$ cat src/inc/adc_port_pkg.sv
// shared constants for the serial command port of the converter
package adc_port_pkg;
	localparam int CLK_HZ = 50_000_000;
	localparam int FAST_NS = 10_000;
	localparam int SLOW_NS = 40_000;
	localparam int FAST_CYC = FAST_NS / (1_000_000_000 / CLK_HZ);
	localparam int SLOW_CYC = SLOW_NS / (1_000_000_000 / CLK_HZ);
	localparam int TMR_W = 12;
	localparam int CNT_W = 5;
	localparam int CMD_W = 4;
	localparam logic [CNT_W-1:0] CNT_RST = 5'h00;
	localparam logic [CNT_W-1:0] CNT_MAX = 5'h1f;
	// pre-increment counts of the fourth and tenth edges
	localparam logic [CNT_W-1:0] EDGE_4TH = 5'h03;
	localparam logic [CNT_W-1:0] EDGE_10TH = 5'h09;
	localparam logic [CMD_W-1:0] CMD_RST = 4'h0;
	localparam logic [CMD_W-1:0] CMD_PWRDN = 4'h8;
	localparam logic [CMD_W-1:0] CMD_FAST = 4'h9;
	localparam logic [CMD_W-1:0] CMD_SLOW = 4'ha;
	localparam logic [CMD_W-1:0] CMD_ST_MID = 4'hb;
	localparam logic [CMD_W-1:0] CMD_ST_LO = 4'hc;
	localparam logic [CMD_W-1:0] CMD_ST_HI = 4'hd;
	localparam logic [9:0] ST_MID_VAL = 10'h200;
	localparam logic [9:0] ST_LO_VAL = 10'h000;
	localparam logic [9:0] ST_HI_VAL = 10'h3ff;
	localparam logic [9:0] RESULT_RST = 10'h000;
	localparam logic [2:0] CHAN_RST = 3'h0;
	typedef enum logic [1:0] {CONV_IDLE, CONV_CORE, CONV_SELF} conv_state_t;
endpackage

$ cat src/verilog/adc_serial_command_port.sv
// serial command and readout port of a 10-bit converter, with result fifo
// Function
// - latch frame sync into mode at select fall
// - micro mode captures command on polarity edge
// - micro mode shows result msb at select fall
// - remaining nine bits follow on next edges
// - done goes low at tenth edge, conversion starts
// - output forced low from tenth shift edge
// - driver on at select fall, off at rise
// - select change aborts cycle, result kept
// - dsp mode shifts result on rising edges
// - dsp mode captures command on opposite edges
// - dsp sequencer resets while frame sync high
// - dsp frames pad six trailing zero bits
// - select rise clears counter, resets, disables port
// - sampling starts at fourth edge of frame
// - dsp conversion starts at tenth falling edge
// - four-bit command register, msb first
// - codes zero to seven pick channel
// - code eight enters power-down, any access clears
// - codes nine and ten set conversion rate
// - rate persists across power-down
// - self-test codes give fixed results
`timescale 1ns/1ns

module result_fifo #(
	parameter int W = 10,
	parameter int D = 8
) (
	input  wire logic         clk,
	input  wire logic         rst,
	input  wire logic         inValid,
	output logic              inReady,
	input  wire logic [W-1:0] inData,
	output logic              outValid,
	input  wire logic         outReady,
	output logic      [W-1:0] outData
);
	localparam int AW = $clog2(D);
	initial if (D < 2 || (1 << AW) != D) $error("fifo depth must be a power of two");
	logic [W-1:0] mem [D];
	logic [AW:0]  wrPtr_q;
	logic [AW:0]  rdPtr_q;
	wire          push = inValid && inReady;
	wire          pop = outValid && outReady;
	// full when pointers differ only in the wrap bit
	assign inReady = !((wrPtr_q[AW] != rdPtr_q[AW]) && (wrPtr_q[AW-1:0] == rdPtr_q[AW-1:0]));
	assign outValid = wrPtr_q != rdPtr_q;
	assign outData = mem[rdPtr_q[AW-1:0]];
	// pointer update; a refused push or an empty pop adds zero
	always_ff @(posedge clk)
	begin
		wrPtr_q <= rst ? '0 : wrPtr_q + (AW+1)'(push);
		rdPtr_q <= rst ? '0 : rdPtr_q + (AW+1)'(pop);
	end
	// storage has no reset, only valid words are read
	always_ff @(posedge clk)
	begin
		if (push)
			mem[wrPtr_q[AW-1:0]] <= inData;
	end
endmodule // result_fifo

module adc_serial_command_port #(
	parameter int RES_W = 10,
	parameter int FIFO_D = 8
) (
	input  wire logic             ref_clk,
	input  wire logic             rst,
	input  wire logic             csN,
	input  wire logic             ioClk,
	input  wire logic             dataIn,
	input  wire logic             frameSync,
	input  wire logic             clockPolaritySelect,
	output logic                  dataOut,
	output logic                  dataOutEn,
	output logic                  convDone,
	output logic                  sampling,
	output logic                  convStart,
	output logic      [2:0]       convChannel,
	output logic                  powerDown,
	output logic                  slowRate,
	output logic                  micoMode,
	input  wire logic             coreValid,
	output logic                  coreReady,
	input  wire logic [RES_W-1:0] coreData
);
	initial if (RES_W != 10) $error("result width must be ten");
	// saturating edge count
	function automatic logic [4:0] incSat(input logic [4:0] v);
		return (v == adc_port_pkg::CNT_MAX) ? v : 5'(v + 5'h01);
	endfunction
	// two-stage synchronisers, third stage only for edge finding
	logic [1:0] csS_q;
	logic [1:0] ckS_q;
	logic [1:0] dinS_q;
	logic [1:0] fsS_q;
	logic [1:0] polS_q;
	logic       csD_q;
	logic       ckD_q;
	always_ff @(posedge ref_clk)
	begin
		if (rst)
		begin
			csS_q <= 2'h3;
			ckS_q <= 2'h0;
			dinS_q <= 2'h0;
			fsS_q <= 2'h3;
			polS_q <= 2'h0;
			csD_q <= 1'b1;
			ckD_q <= 1'b0;
		end
		else
		begin
			csS_q <= {csS_q[0], csN};
			ckS_q <= {ckS_q[0], ioClk};
			dinS_q <= {dinS_q[0], dataIn};
			fsS_q <= {fsS_q[0], frameSync};
			polS_q <= {polS_q[0], clockPolaritySelect};
			csD_q <= csS_q[1];
			ckD_q <= ckS_q[1];
		end
	end
	logic                    ifMode_q;
	logic                    dspArmed_q;
	logic                    dspRun_q;
	logic [4:0]              riseCnt_q;
	logic [4:0]              fallCnt_q;
	logic [3:0]              cmd_q;
	logic [RES_W-1:0]        shift_q;
	logic [RES_W-1:0]        result_q;
	logic [adc_port_pkg::TMR_W-1:0] tmr_q;
	adc_port_pkg::conv_state_t     st_q;
	// edge and frame decode
	wire csLow = !csS_q[1];
	wire fsHi = fsS_q[1];
	wire csFall = csD_q && !csS_q[1];
	wire csRise = !csD_q && csS_q[1];
	wire riseEv = ckS_q[1] && !ckD_q;
	wire fallEv = !ckS_q[1] && ckD_q;
	wire dspMode = csLow && !ifMode_q;
	wire dspRst = dspMode && fallEv && fsHi;
	wire dspStart = dspMode && dspArmed_q && riseEv;
	wire microStart = csFall && fsHi;
	wire frameStart = microStart || dspStart;
	wire running = csLow && (ifMode_q || dspRun_q);
	// command capture edge: micro rise when polarity high, dsp the opposite
	wire capRise = ifMode_q == polS_q[1];
	wire capEv = running && (capRise ? riseEv : fallEv);
	wire [4:0] capCnt = capRise ? riseCnt_q : fallCnt_q;
	wire capOn = capEv && (capCnt <= adc_port_pkg::EDGE_4TH);
	wire [3:0] cmdNext = {cmd_q[2:0], dinS_q[1]};
	wire cmdLast = capEv && (capCnt == adc_port_pkg::EDGE_4TH);
	// sample and convert edges: micro rising, dsp falling
	wire seqEv = running && (ifMode_q ? riseEv : fallEv);
	wire [4:0] seqCnt = ifMode_q ? riseCnt_q : fallCnt_q;
	wire sampEv = seqEv && (seqCnt == adc_port_pkg::EDGE_4TH);
	wire convEv = seqEv && (seqCnt == adc_port_pkg::EDGE_10TH);
	wire shEv = running && (ifMode_q ? fallEv : riseEv);
	wire isChan = !cmd_q[3];
	wire isSelf = (cmd_q >= adc_port_pkg::CMD_ST_MID) && (cmd_q <= adc_port_pkg::CMD_ST_HI);
	wire [RES_W-1:0] selfVal = (cmd_q == adc_port_pkg::CMD_ST_MID) ? adc_port_pkg::ST_MID_VAL :
		(cmd_q == adc_port_pkg::CMD_ST_LO) ? adc_port_pkg::ST_LO_VAL : adc_port_pkg::ST_HI_VAL;
	wire [adc_port_pkg::TMR_W-1:0] convCyc = slowRate ?
		adc_port_pkg::TMR_W'(adc_port_pkg::SLOW_CYC) :
		adc_port_pkg::TMR_W'(adc_port_pkg::FAST_CYC);
	wire fifoValid;
	wire [RES_W-1:0] fifoData;
	wire fifoPop = st_q == adc_port_pkg::CONV_CORE;
	// the drain stalls outside a core conversion, so the fifo can fill
	result_fifo #(.W(RES_W), .D(FIFO_D)) resultBuf (
		.clk      (ref_clk),
		.rst      (rst),
		.inValid  (coreValid),
		.inReady  (coreReady),
		.inData   (coreData),
		.outValid (fifoValid),
		.outReady (fifoPop),
		.outData  (fifoData)
	);
	assign dataOut = shift_q[RES_W-1];
	assign micoMode = ifMode_q;
	// mode flag, dsp arm/run and driver enable; a select fall always wins
	always_ff @(posedge ref_clk)
	begin
		ifMode_q <= rst || (csFall ? fsHi : ifMode_q);
		dspArmed_q <= !rst && !csFall && !dspStart && (dspRst || dspArmed_q);
		dspRun_q <= !rst && !csFall && !dspRst && (dspStart || dspRun_q);
		dataOutEn <= !rst && !csRise && (csFall || dataOutEn);
	end
	// edge counters; a select rise aborts the frame, counts restart
	always_ff @(posedge ref_clk)
	begin
		if (rst || csRise || frameStart || dspRst)
		begin
			riseCnt_q <= adc_port_pkg::CNT_RST;
			fallCnt_q <= adc_port_pkg::CNT_RST;
		end
		else if (running)
		begin
			if (riseEv)
				riseCnt_q <= incSat(riseCnt_q);
			if (fallEv)
				fallCnt_q <= incSat(fallCnt_q);
		end
	end
	// command register, msb first, and its decoded settings
	always_ff @(posedge ref_clk)
	begin
		if (rst)
		begin
			cmd_q <= adc_port_pkg::CMD_RST;
			convChannel <= adc_port_pkg::CHAN_RST;
			powerDown <= 1'b0;
			slowRate <= 1'b0;
		end
		else
		begin
			if (capOn)
				cmd_q <= cmdNext;
			if (cmdLast && !cmdNext[3])
				convChannel <= cmdNext[2:0];
			if (cmdLast && cmdNext == adc_port_pkg::CMD_PWRDN)
				powerDown <= 1'b1;
			else if (csFall)
				powerDown <= 1'b0;
			if (cmdLast && cmdNext == adc_port_pkg::CMD_FAST)
				slowRate <= 1'b0;
			else if (cmdLast && cmdNext == adc_port_pkg::CMD_SLOW)
				slowRate <= 1'b1;
		end
	end
	// output shifter: loaded at frame start, zeros shift in behind
	always_ff @(posedge ref_clk)
	begin
		if (rst)
			shift_q <= adc_port_pkg::RESULT_RST;
		else if (frameStart)
			shift_q <= result_q;
		else if (shEv)
			shift_q <= {shift_q[RES_W-2:0], 1'b0};
	end
	// sampling window and conversion sequencer
	always_ff @(posedge ref_clk)
	begin
		if (rst)
		begin
			sampling <= 1'b0;
			convStart <= 1'b0;
			convDone <= 1'b1;
			st_q <= adc_port_pkg::CONV_IDLE;
			tmr_q <= '0;
			result_q <= adc_port_pkg::RESULT_RST;
		end
		else
		begin
			convStart <= 1'b0;
			if (convEv || csRise || dspRst || frameStart)
				sampling <= 1'b0;
			else if (sampEv)
				sampling <= 1'b1;
			unique case (st_q)
				adc_port_pkg::CONV_IDLE:
				begin
					if (convEv && isChan)
					begin
						convStart <= 1'b1;
						convDone <= 1'b0;
						st_q <= adc_port_pkg::CONV_CORE;
					end
					else if (convEv && isSelf)
					begin
						convDone <= 1'b0;
						tmr_q <= convCyc;
						st_q <= adc_port_pkg::CONV_SELF;
					end
				end
				adc_port_pkg::CONV_CORE:
				begin
					if (fifoValid)
					begin
						result_q <= fifoData;
						convDone <= 1'b1;
						st_q <= adc_port_pkg::CONV_IDLE;
					end
				end
				adc_port_pkg::CONV_SELF:
				begin
					if (tmr_q <= 12'h001)
					begin
						result_q <= selfVal;
						convDone <= 1'b1;
						st_q <= adc_port_pkg::CONV_IDLE;
					end
					else
						tmr_q <= tmr_q - 12'h001;
				end
			endcase
		end
	end
endmodule // adc_serial_command_port
$ cat config.mk
export PLATFORM = sky130hd
export DESIGN_NAME = adc_serial_command_port
export DESIGN_NICKNAME = d
export VERILOG_FILES = /design/src/inc/adc_port_pkg.sv /design/src/verilog/adc_serial_command_port.sv
export SDC_FILE = /design/constraint.sdc
export NUM_CORES = 1
export LEC_CHECK = 0
export BUFFER_PORTS_ARGS = -buffer_cell sky130_fd_sc_hd__buf_4
export CAP_MARGIN = 40
export CORE_MARGIN = 5
export CORE_UTILIZATION = 45
export CTS_CLUSTER_SIZE = 24
export DETAILED_ROUTE_END_ITERATION = 10
export GPL_ROUTABILITY_DRIVEN = 0
export HOLD_SLACK_MARGIN = 0.15
export SLEW_MARGIN = 20
export SYNTH_ARGS = -nofsm -noshare
export SYNTH_HDL_FRONTEND = slang
export SYNTH_SLANG_ARGS = --single-unit
$ cat constraint.sdc
create_clock -name ref_clk -period 3.4 [get_ports ref_clk]
set_clock_uncertainty 0.05 [all_clocks]
set_input_delay 0.85 -clock ref_clk [delete_from_list [all_inputs] [get_ports ref_clk]]
set_output_delay 0.85 -clock ref_clk [all_outputs]
set_load 0.005 [all_outputs]
; ---- Word-level counts from Yosys, hierarchy flattened
; Memories as Yosys holds them, arrays and structs flattened. A register that Yosys moved wholly into a read port is not among the register bits.
; Cells that the tools add are included.
[word_totals]
n_memories = 1
register_bits = 80
out_inout_bits = 12
ramBits = 80
input_bits = 18
word_cells = 168
[memory_table]
columns = name, depth, width, rd, rd_ports_with_merged_regs, write_ports, line
row1 = resultBuf.mem, 8, 10, 1, 1, 1, adc_serial_command_port.sv:41  ; logic [W-1:0] mem [D];
[op_classes]
eq_ne = 22
order_cmp = 4
muxes = 34
addsub = 5
n_reduce_logical = 73
bitwise = 3
[ops]
columns = op, n
row1 = $mux W10, 6
row2 = $mux W12, 3
row3 = $logic_and A1 B1 Y1, 35
row4 = $pmux W12 S2, 1
row5 = $eq A4 B4 Y1 const B, 5
row6 = $pmux W10 S2, 1
row7 = $logic_not A1 Y1, 13
row8 = $mux W1, 13
row9 = $le A12 B1 Y1 const B, 1
row10 = $logic_or A1 B1 Y1, 12
row11 = $reduce_and A3 Y1, 4
row12 = $sub A12 B1 Y12 const B, 1
row13 = $mux W11, 1
row14 = $add A5 B1 Y5 const B, 2
row15 = $eq A5 B2 Y1 const B, 2
row16 = $eq A5 B5 Y1 const B, 2
row17 = $mux W5, 2
row18 = $add A4 B1 Y4, 2
row19 = $mux W2, 4
row20 = $ne A2 B2 Y1 const B, 4
row21 = $reduce_bool A2 Y1, 4
row22 = $pmux W2 S3, 1
row23 = $reduce_or A2 Y1, 3
row24 = $eq A5 B4 Y1 const B, 1
row25 = 16 further kinds, 18

; ---- Logic depth before layout (Yosys ltp)
[logic_depth]
ltp_word = 9
depth_mapped = 9
mapped_depth_nobuf = 7

; ---- Modules after synthesis
; From an unflattened synthesis, not the netlist that was laid out.
[hier_totals]
cells_unflattened = 573
area_unflattened_um2 = 7021.7
[by_module_without_submodules]
columns = module, cells_each, seq_area_each_um2, area_per_inst_um2, n_inst
row1 = result_fifo, 165, 2562.5, 3515.9, 1
row2 = adc_serial_command_port, 408, 1441.4, 3505.9, 1

; ---- Least setup slack after synthesis
; OpenSTA, ideal clock, no wires.
[synth_path]
kind = register to register
startpoint = register ifMode_q, in the netlist micoMode
endpoint = register tmr_q[6] (netlist name)
setup_time_ps = 74
slack_ps = 1011
period_less_slack_ps = 2389
stages_incl_launch_ff = 7
required_ps = 3276
arrival_ps = 2265
path_buffers = 1
path_cell_list = dfxtp_1 -> or4bb_1 -> a221o_1 -> o31a_1 -> buf_6 -> or4_1 -> a31oi_1
[synth_between]
elab_chain_len = 7
word_cells_on_any_way = 12
cone_classes = eq/ne (3) / mux (2) / reduce/logical (7)
[synth_lines]
columns = item, line
row1 = from (decl), adc_serial_command_port.sv:124  ; logic ifMode_q;
row2 = from (signal assigned), adc_serial_command_port.sv:186  ; ifMode_q <= rst || (csFall ? fsHi : ifMode_q);
row3 = "parallel branches: the longest is 3 deep, another holds $mux W5", -
row4 = $logic_and A1 B1 Y1 *, adc_serial_command_port.sv:158  ; wire convEv = seqEv && (seqCnt == adc_port_pkg::EDGE_10TH);
row5 = $logic_and A1 B1 Y1 (on tied branches), "adc_serial_command_port.sv:271, adc_serial_command_port.sv:265"
row6 = $ne A2 B2 Y1 (no source line), -
row7 = $reduce_and A4 Y1 (no source line) *, -
row8 = to (signal assigned), adc_serial_command_port.sv:274  ; tmr_q <= convCyc;
row9 = to (signal assigned), adc_serial_command_port.sv:296  ; tmr_q <= tmr_q - 12'h001;
row10 = to (decl), adc_serial_command_port.sv:132  ; logic [adc_port_pkg::TMR_W-1:0] tmr_q;
; Mark *: on every way between the ends.
; A chain may end at the register's enable or synchronous reset.

; ---- Worst setup path in the final report
; Ends and elaborated chain as after synthesis.

==> metrics.yaml <==
clk_pin_slew_worst_paths_ns: 0.07
drive_gt1_frac: 0.1756
power-per-cell-area_mw_per_mm2: 540.6
setup_ws_ns: 0.6306
path_max_fanout: 20
r2r_slack_ns: 0.63
clockBufferDepth: 2
cp.arrival_ns: 3.08
max_freq_ghz: 0.3611
fin_crit_ns: 2.769
wire_per_inst_um: 16.87
ys_warn_count: 0
firstDrtPassIters: 5
period_share: 0.8145
core_mm2: 0.01503
yosys_most_used_dff: "edfxtp_1"
setup_viol: 0
clkPwrFrac: 0.447
p_leak_uw: 0.002834
cts_buffers: 17
synth-edff-count: 80
drv_slew: 0
dp_hpwl_um: 8989
dp_slack_ns: 0.6883
initialDrtViolationCount: 316
rows: 45
initial_core_util: 0.4536
yosys-top-cells-area: "edfxtp_1 (35%), dfxtp_1 (23%), mux4_2 (6.6%)"
crit_path_end_kind: "register"
yosys.cell_types.count: 60
total_power_uw: 4267
root_buffer: "clkbuf_16"
final-hold-violation-count: 0
yosysTopAreaCell: "edfxtp_1"
dieWidth_um: 133.1
dieArea_mm2: 0.01772
clkSinkCount: 160
cts-resized-gates: 0
io_pins: 30
synth_top_cell_area_share: 0.3523
antenna_found_initial: 0
die_y_um: 133.1
final_nets: 633
postSynthCellCount: 565
status: "finished, final reports clean"
combPwrFrac: 0.059
worst_setup_path_start_kind: "register"
maxCapViolations: 0
tightest_slew_ns: 0.7824
viasPerCell: 5.600
cp.required_ns: 3.71
synth_area_mm2: 0.006819
grt-ovfl-total: 0
tns_ns: 0
ys_seq_area_frac: 0.5872
irDropWorstVdd_mv: 0.3937
synth-seq-cells: 160
cts-htree-levels: 4
power.internal_uw: 3179
rsz0062_at_grt: "false"
synth_commonest_cells: "dfxtp_1 (80), edfxtp_1 (80), nor2_1 (63), mux2i_1 (30), a21oi_1 (27)"
io_buffers: 29
diodes: 0
worstSkewPairLatency_ns: 0.44
switchingPower_uw: 1088
setup.worst_path.start: "micoMode"
criticalPathCategory: "register to register"
synth_nets: 596
drcViolationCount: 0
switching_share: 0.2549
areaGrowthSynthToFinish_pct: 15.74
routed_wl_um: 13550
hold_start: "csS_q[0]"
synth-async-reset-ratio: 0
holdBufCountCts: 0
worstReg2RegStart: "micoMode"
slew-limit-headroom: 0.4772
p_seq_frac: 0.494
synth.avg_cell_area_um2: 12.07
hold_class: "register to register"
grt_max_degree: 63
cts_tree: "built"
grt_pass1_wl_um: 22150
detail-route-antenna-nets: 0
grt.total_usage: 0.1596
grt_pass1_vias: 4249
postCtsSetupRepairBufs: 0
num_vias: 4497
==> power by group through the flow <==
stage / clock, uW / combinational [uW] / sequential (uW)
after floorplan: 0 / 169 / 2140
after global placement: 0 / 247 / 2150
after detailed placement: 0 / 253 / 2150
after CTS: 1940 / 254 / 2110
after global routing: 2030 / 284 / 2110
final: 1910 / 251 / 2110
==> sequential cells by signal, summed over array words and instances, names as in the netlist, 2 cells and up <==
signal             count
polS_q                 2
csS_q                  2
ckS_q                  2
dinS_q                 2
cmd_q                  4
fsS_q                  2
resultBuf.rdPtr_q      4
resultBuf.mem         80
fallCnt_q              5
convChannel            3
resultBuf.wrPtr_q      4
shift_q               10
tmr_q                 12
result_q              10
riseCnt_q              5
st_q                   2
==> worst paths after layout <==
check        endpoint  cells after the start
max          tmr_q[6]                      5
min          csS_q[1]                      1
max reg2reg  tmr_q[6]                      5
min reg2reg  csS_q[1]                      1
==> per-layer routing <==
| metal | part of all wire | track usage | vias up |
|---|---|---|---|
| met5 | 0 | 0 | - |
| met4 | 0.021 | 0.06400 | 0 |
| met3 | 0.046 | 0.04343 | 25 |
| met2 | 0.49 | 0.2556 | 96 |
| met1 | 0.44 | 0.2070 | 2190 |
| li1 | - | - | 2186 |
==> logic make-up after synthesis <==
| kind of cell | synth area share |
|---|---|
| and+or+nand+nor | 0.1431 |
| xor gates and xnor gates | 0.01927 |
| adders and majority gates | 0.02385 |
| AOI/OAI and AO/OA | 0.08716 |
| muxes | 0.1117 |
| buffers and inverters | 0.02771 |
| DFF | 0.5872 |
==> final cells by class <==
type	instances	area (um2)
Inverter	18	67.56
Clock inverter	15	180.2
Tap cell	188	235.2
Multi-Input combinational cell	358	2630
Sequential cell	160	4004
Fill cell	1261	7141
Clock buffer	17	425.4
Timing Repair Buffer	47	350.3
==> per-stage QoR <==
step / instance area, um2 / cells / util / hold WS (ns)
after floorplan: 6819 / 565 / - / 0.3395
after global placement: 7278 / 770 / 0.4841 / 0.3509
after detailed placement: 7287 / 771 / 0.4847 / 0.3453
after CTS: 7893 / 803 / 0.5250 / 0.3642
after global routing: 7893 / 803 / 0.5250 / 0.3924
final: 7893 / 803 / 0.5250 / 0.3627
==> worst max-delay path, stage by stage, from the launching register on <==
cell and delay (ns):
dfxtp_1 0.40, or4bb_1 0.60, a221o_1 0.39, o31a_1 0.52, or4_1 0.56, a31oi_1 0.17
==> cell usage in the layout, fill, tap and decap left out, types with 9 or more instances in the layout <==
cell type  Yosys  routed
dfxtp_1       80      80
edfxtp_1      80      80
nor2_1        63      63
buf_4          0      46
mux2i_1       30      30
a21oi_1       27      27
nor3_1        25      25
nand2_1       22      22
mux4_2        20      20
inv_1         18      18
clkbuf_16      0      17
nor2b_1       13      13
ha_1          13      13
nand3_1       10      10
or4_1         10      10
o21ai_0       10      10
a31oi_1        9       9
a211oi_1       9       9
No activity file was read; power rests on OpenSTA's default activity.
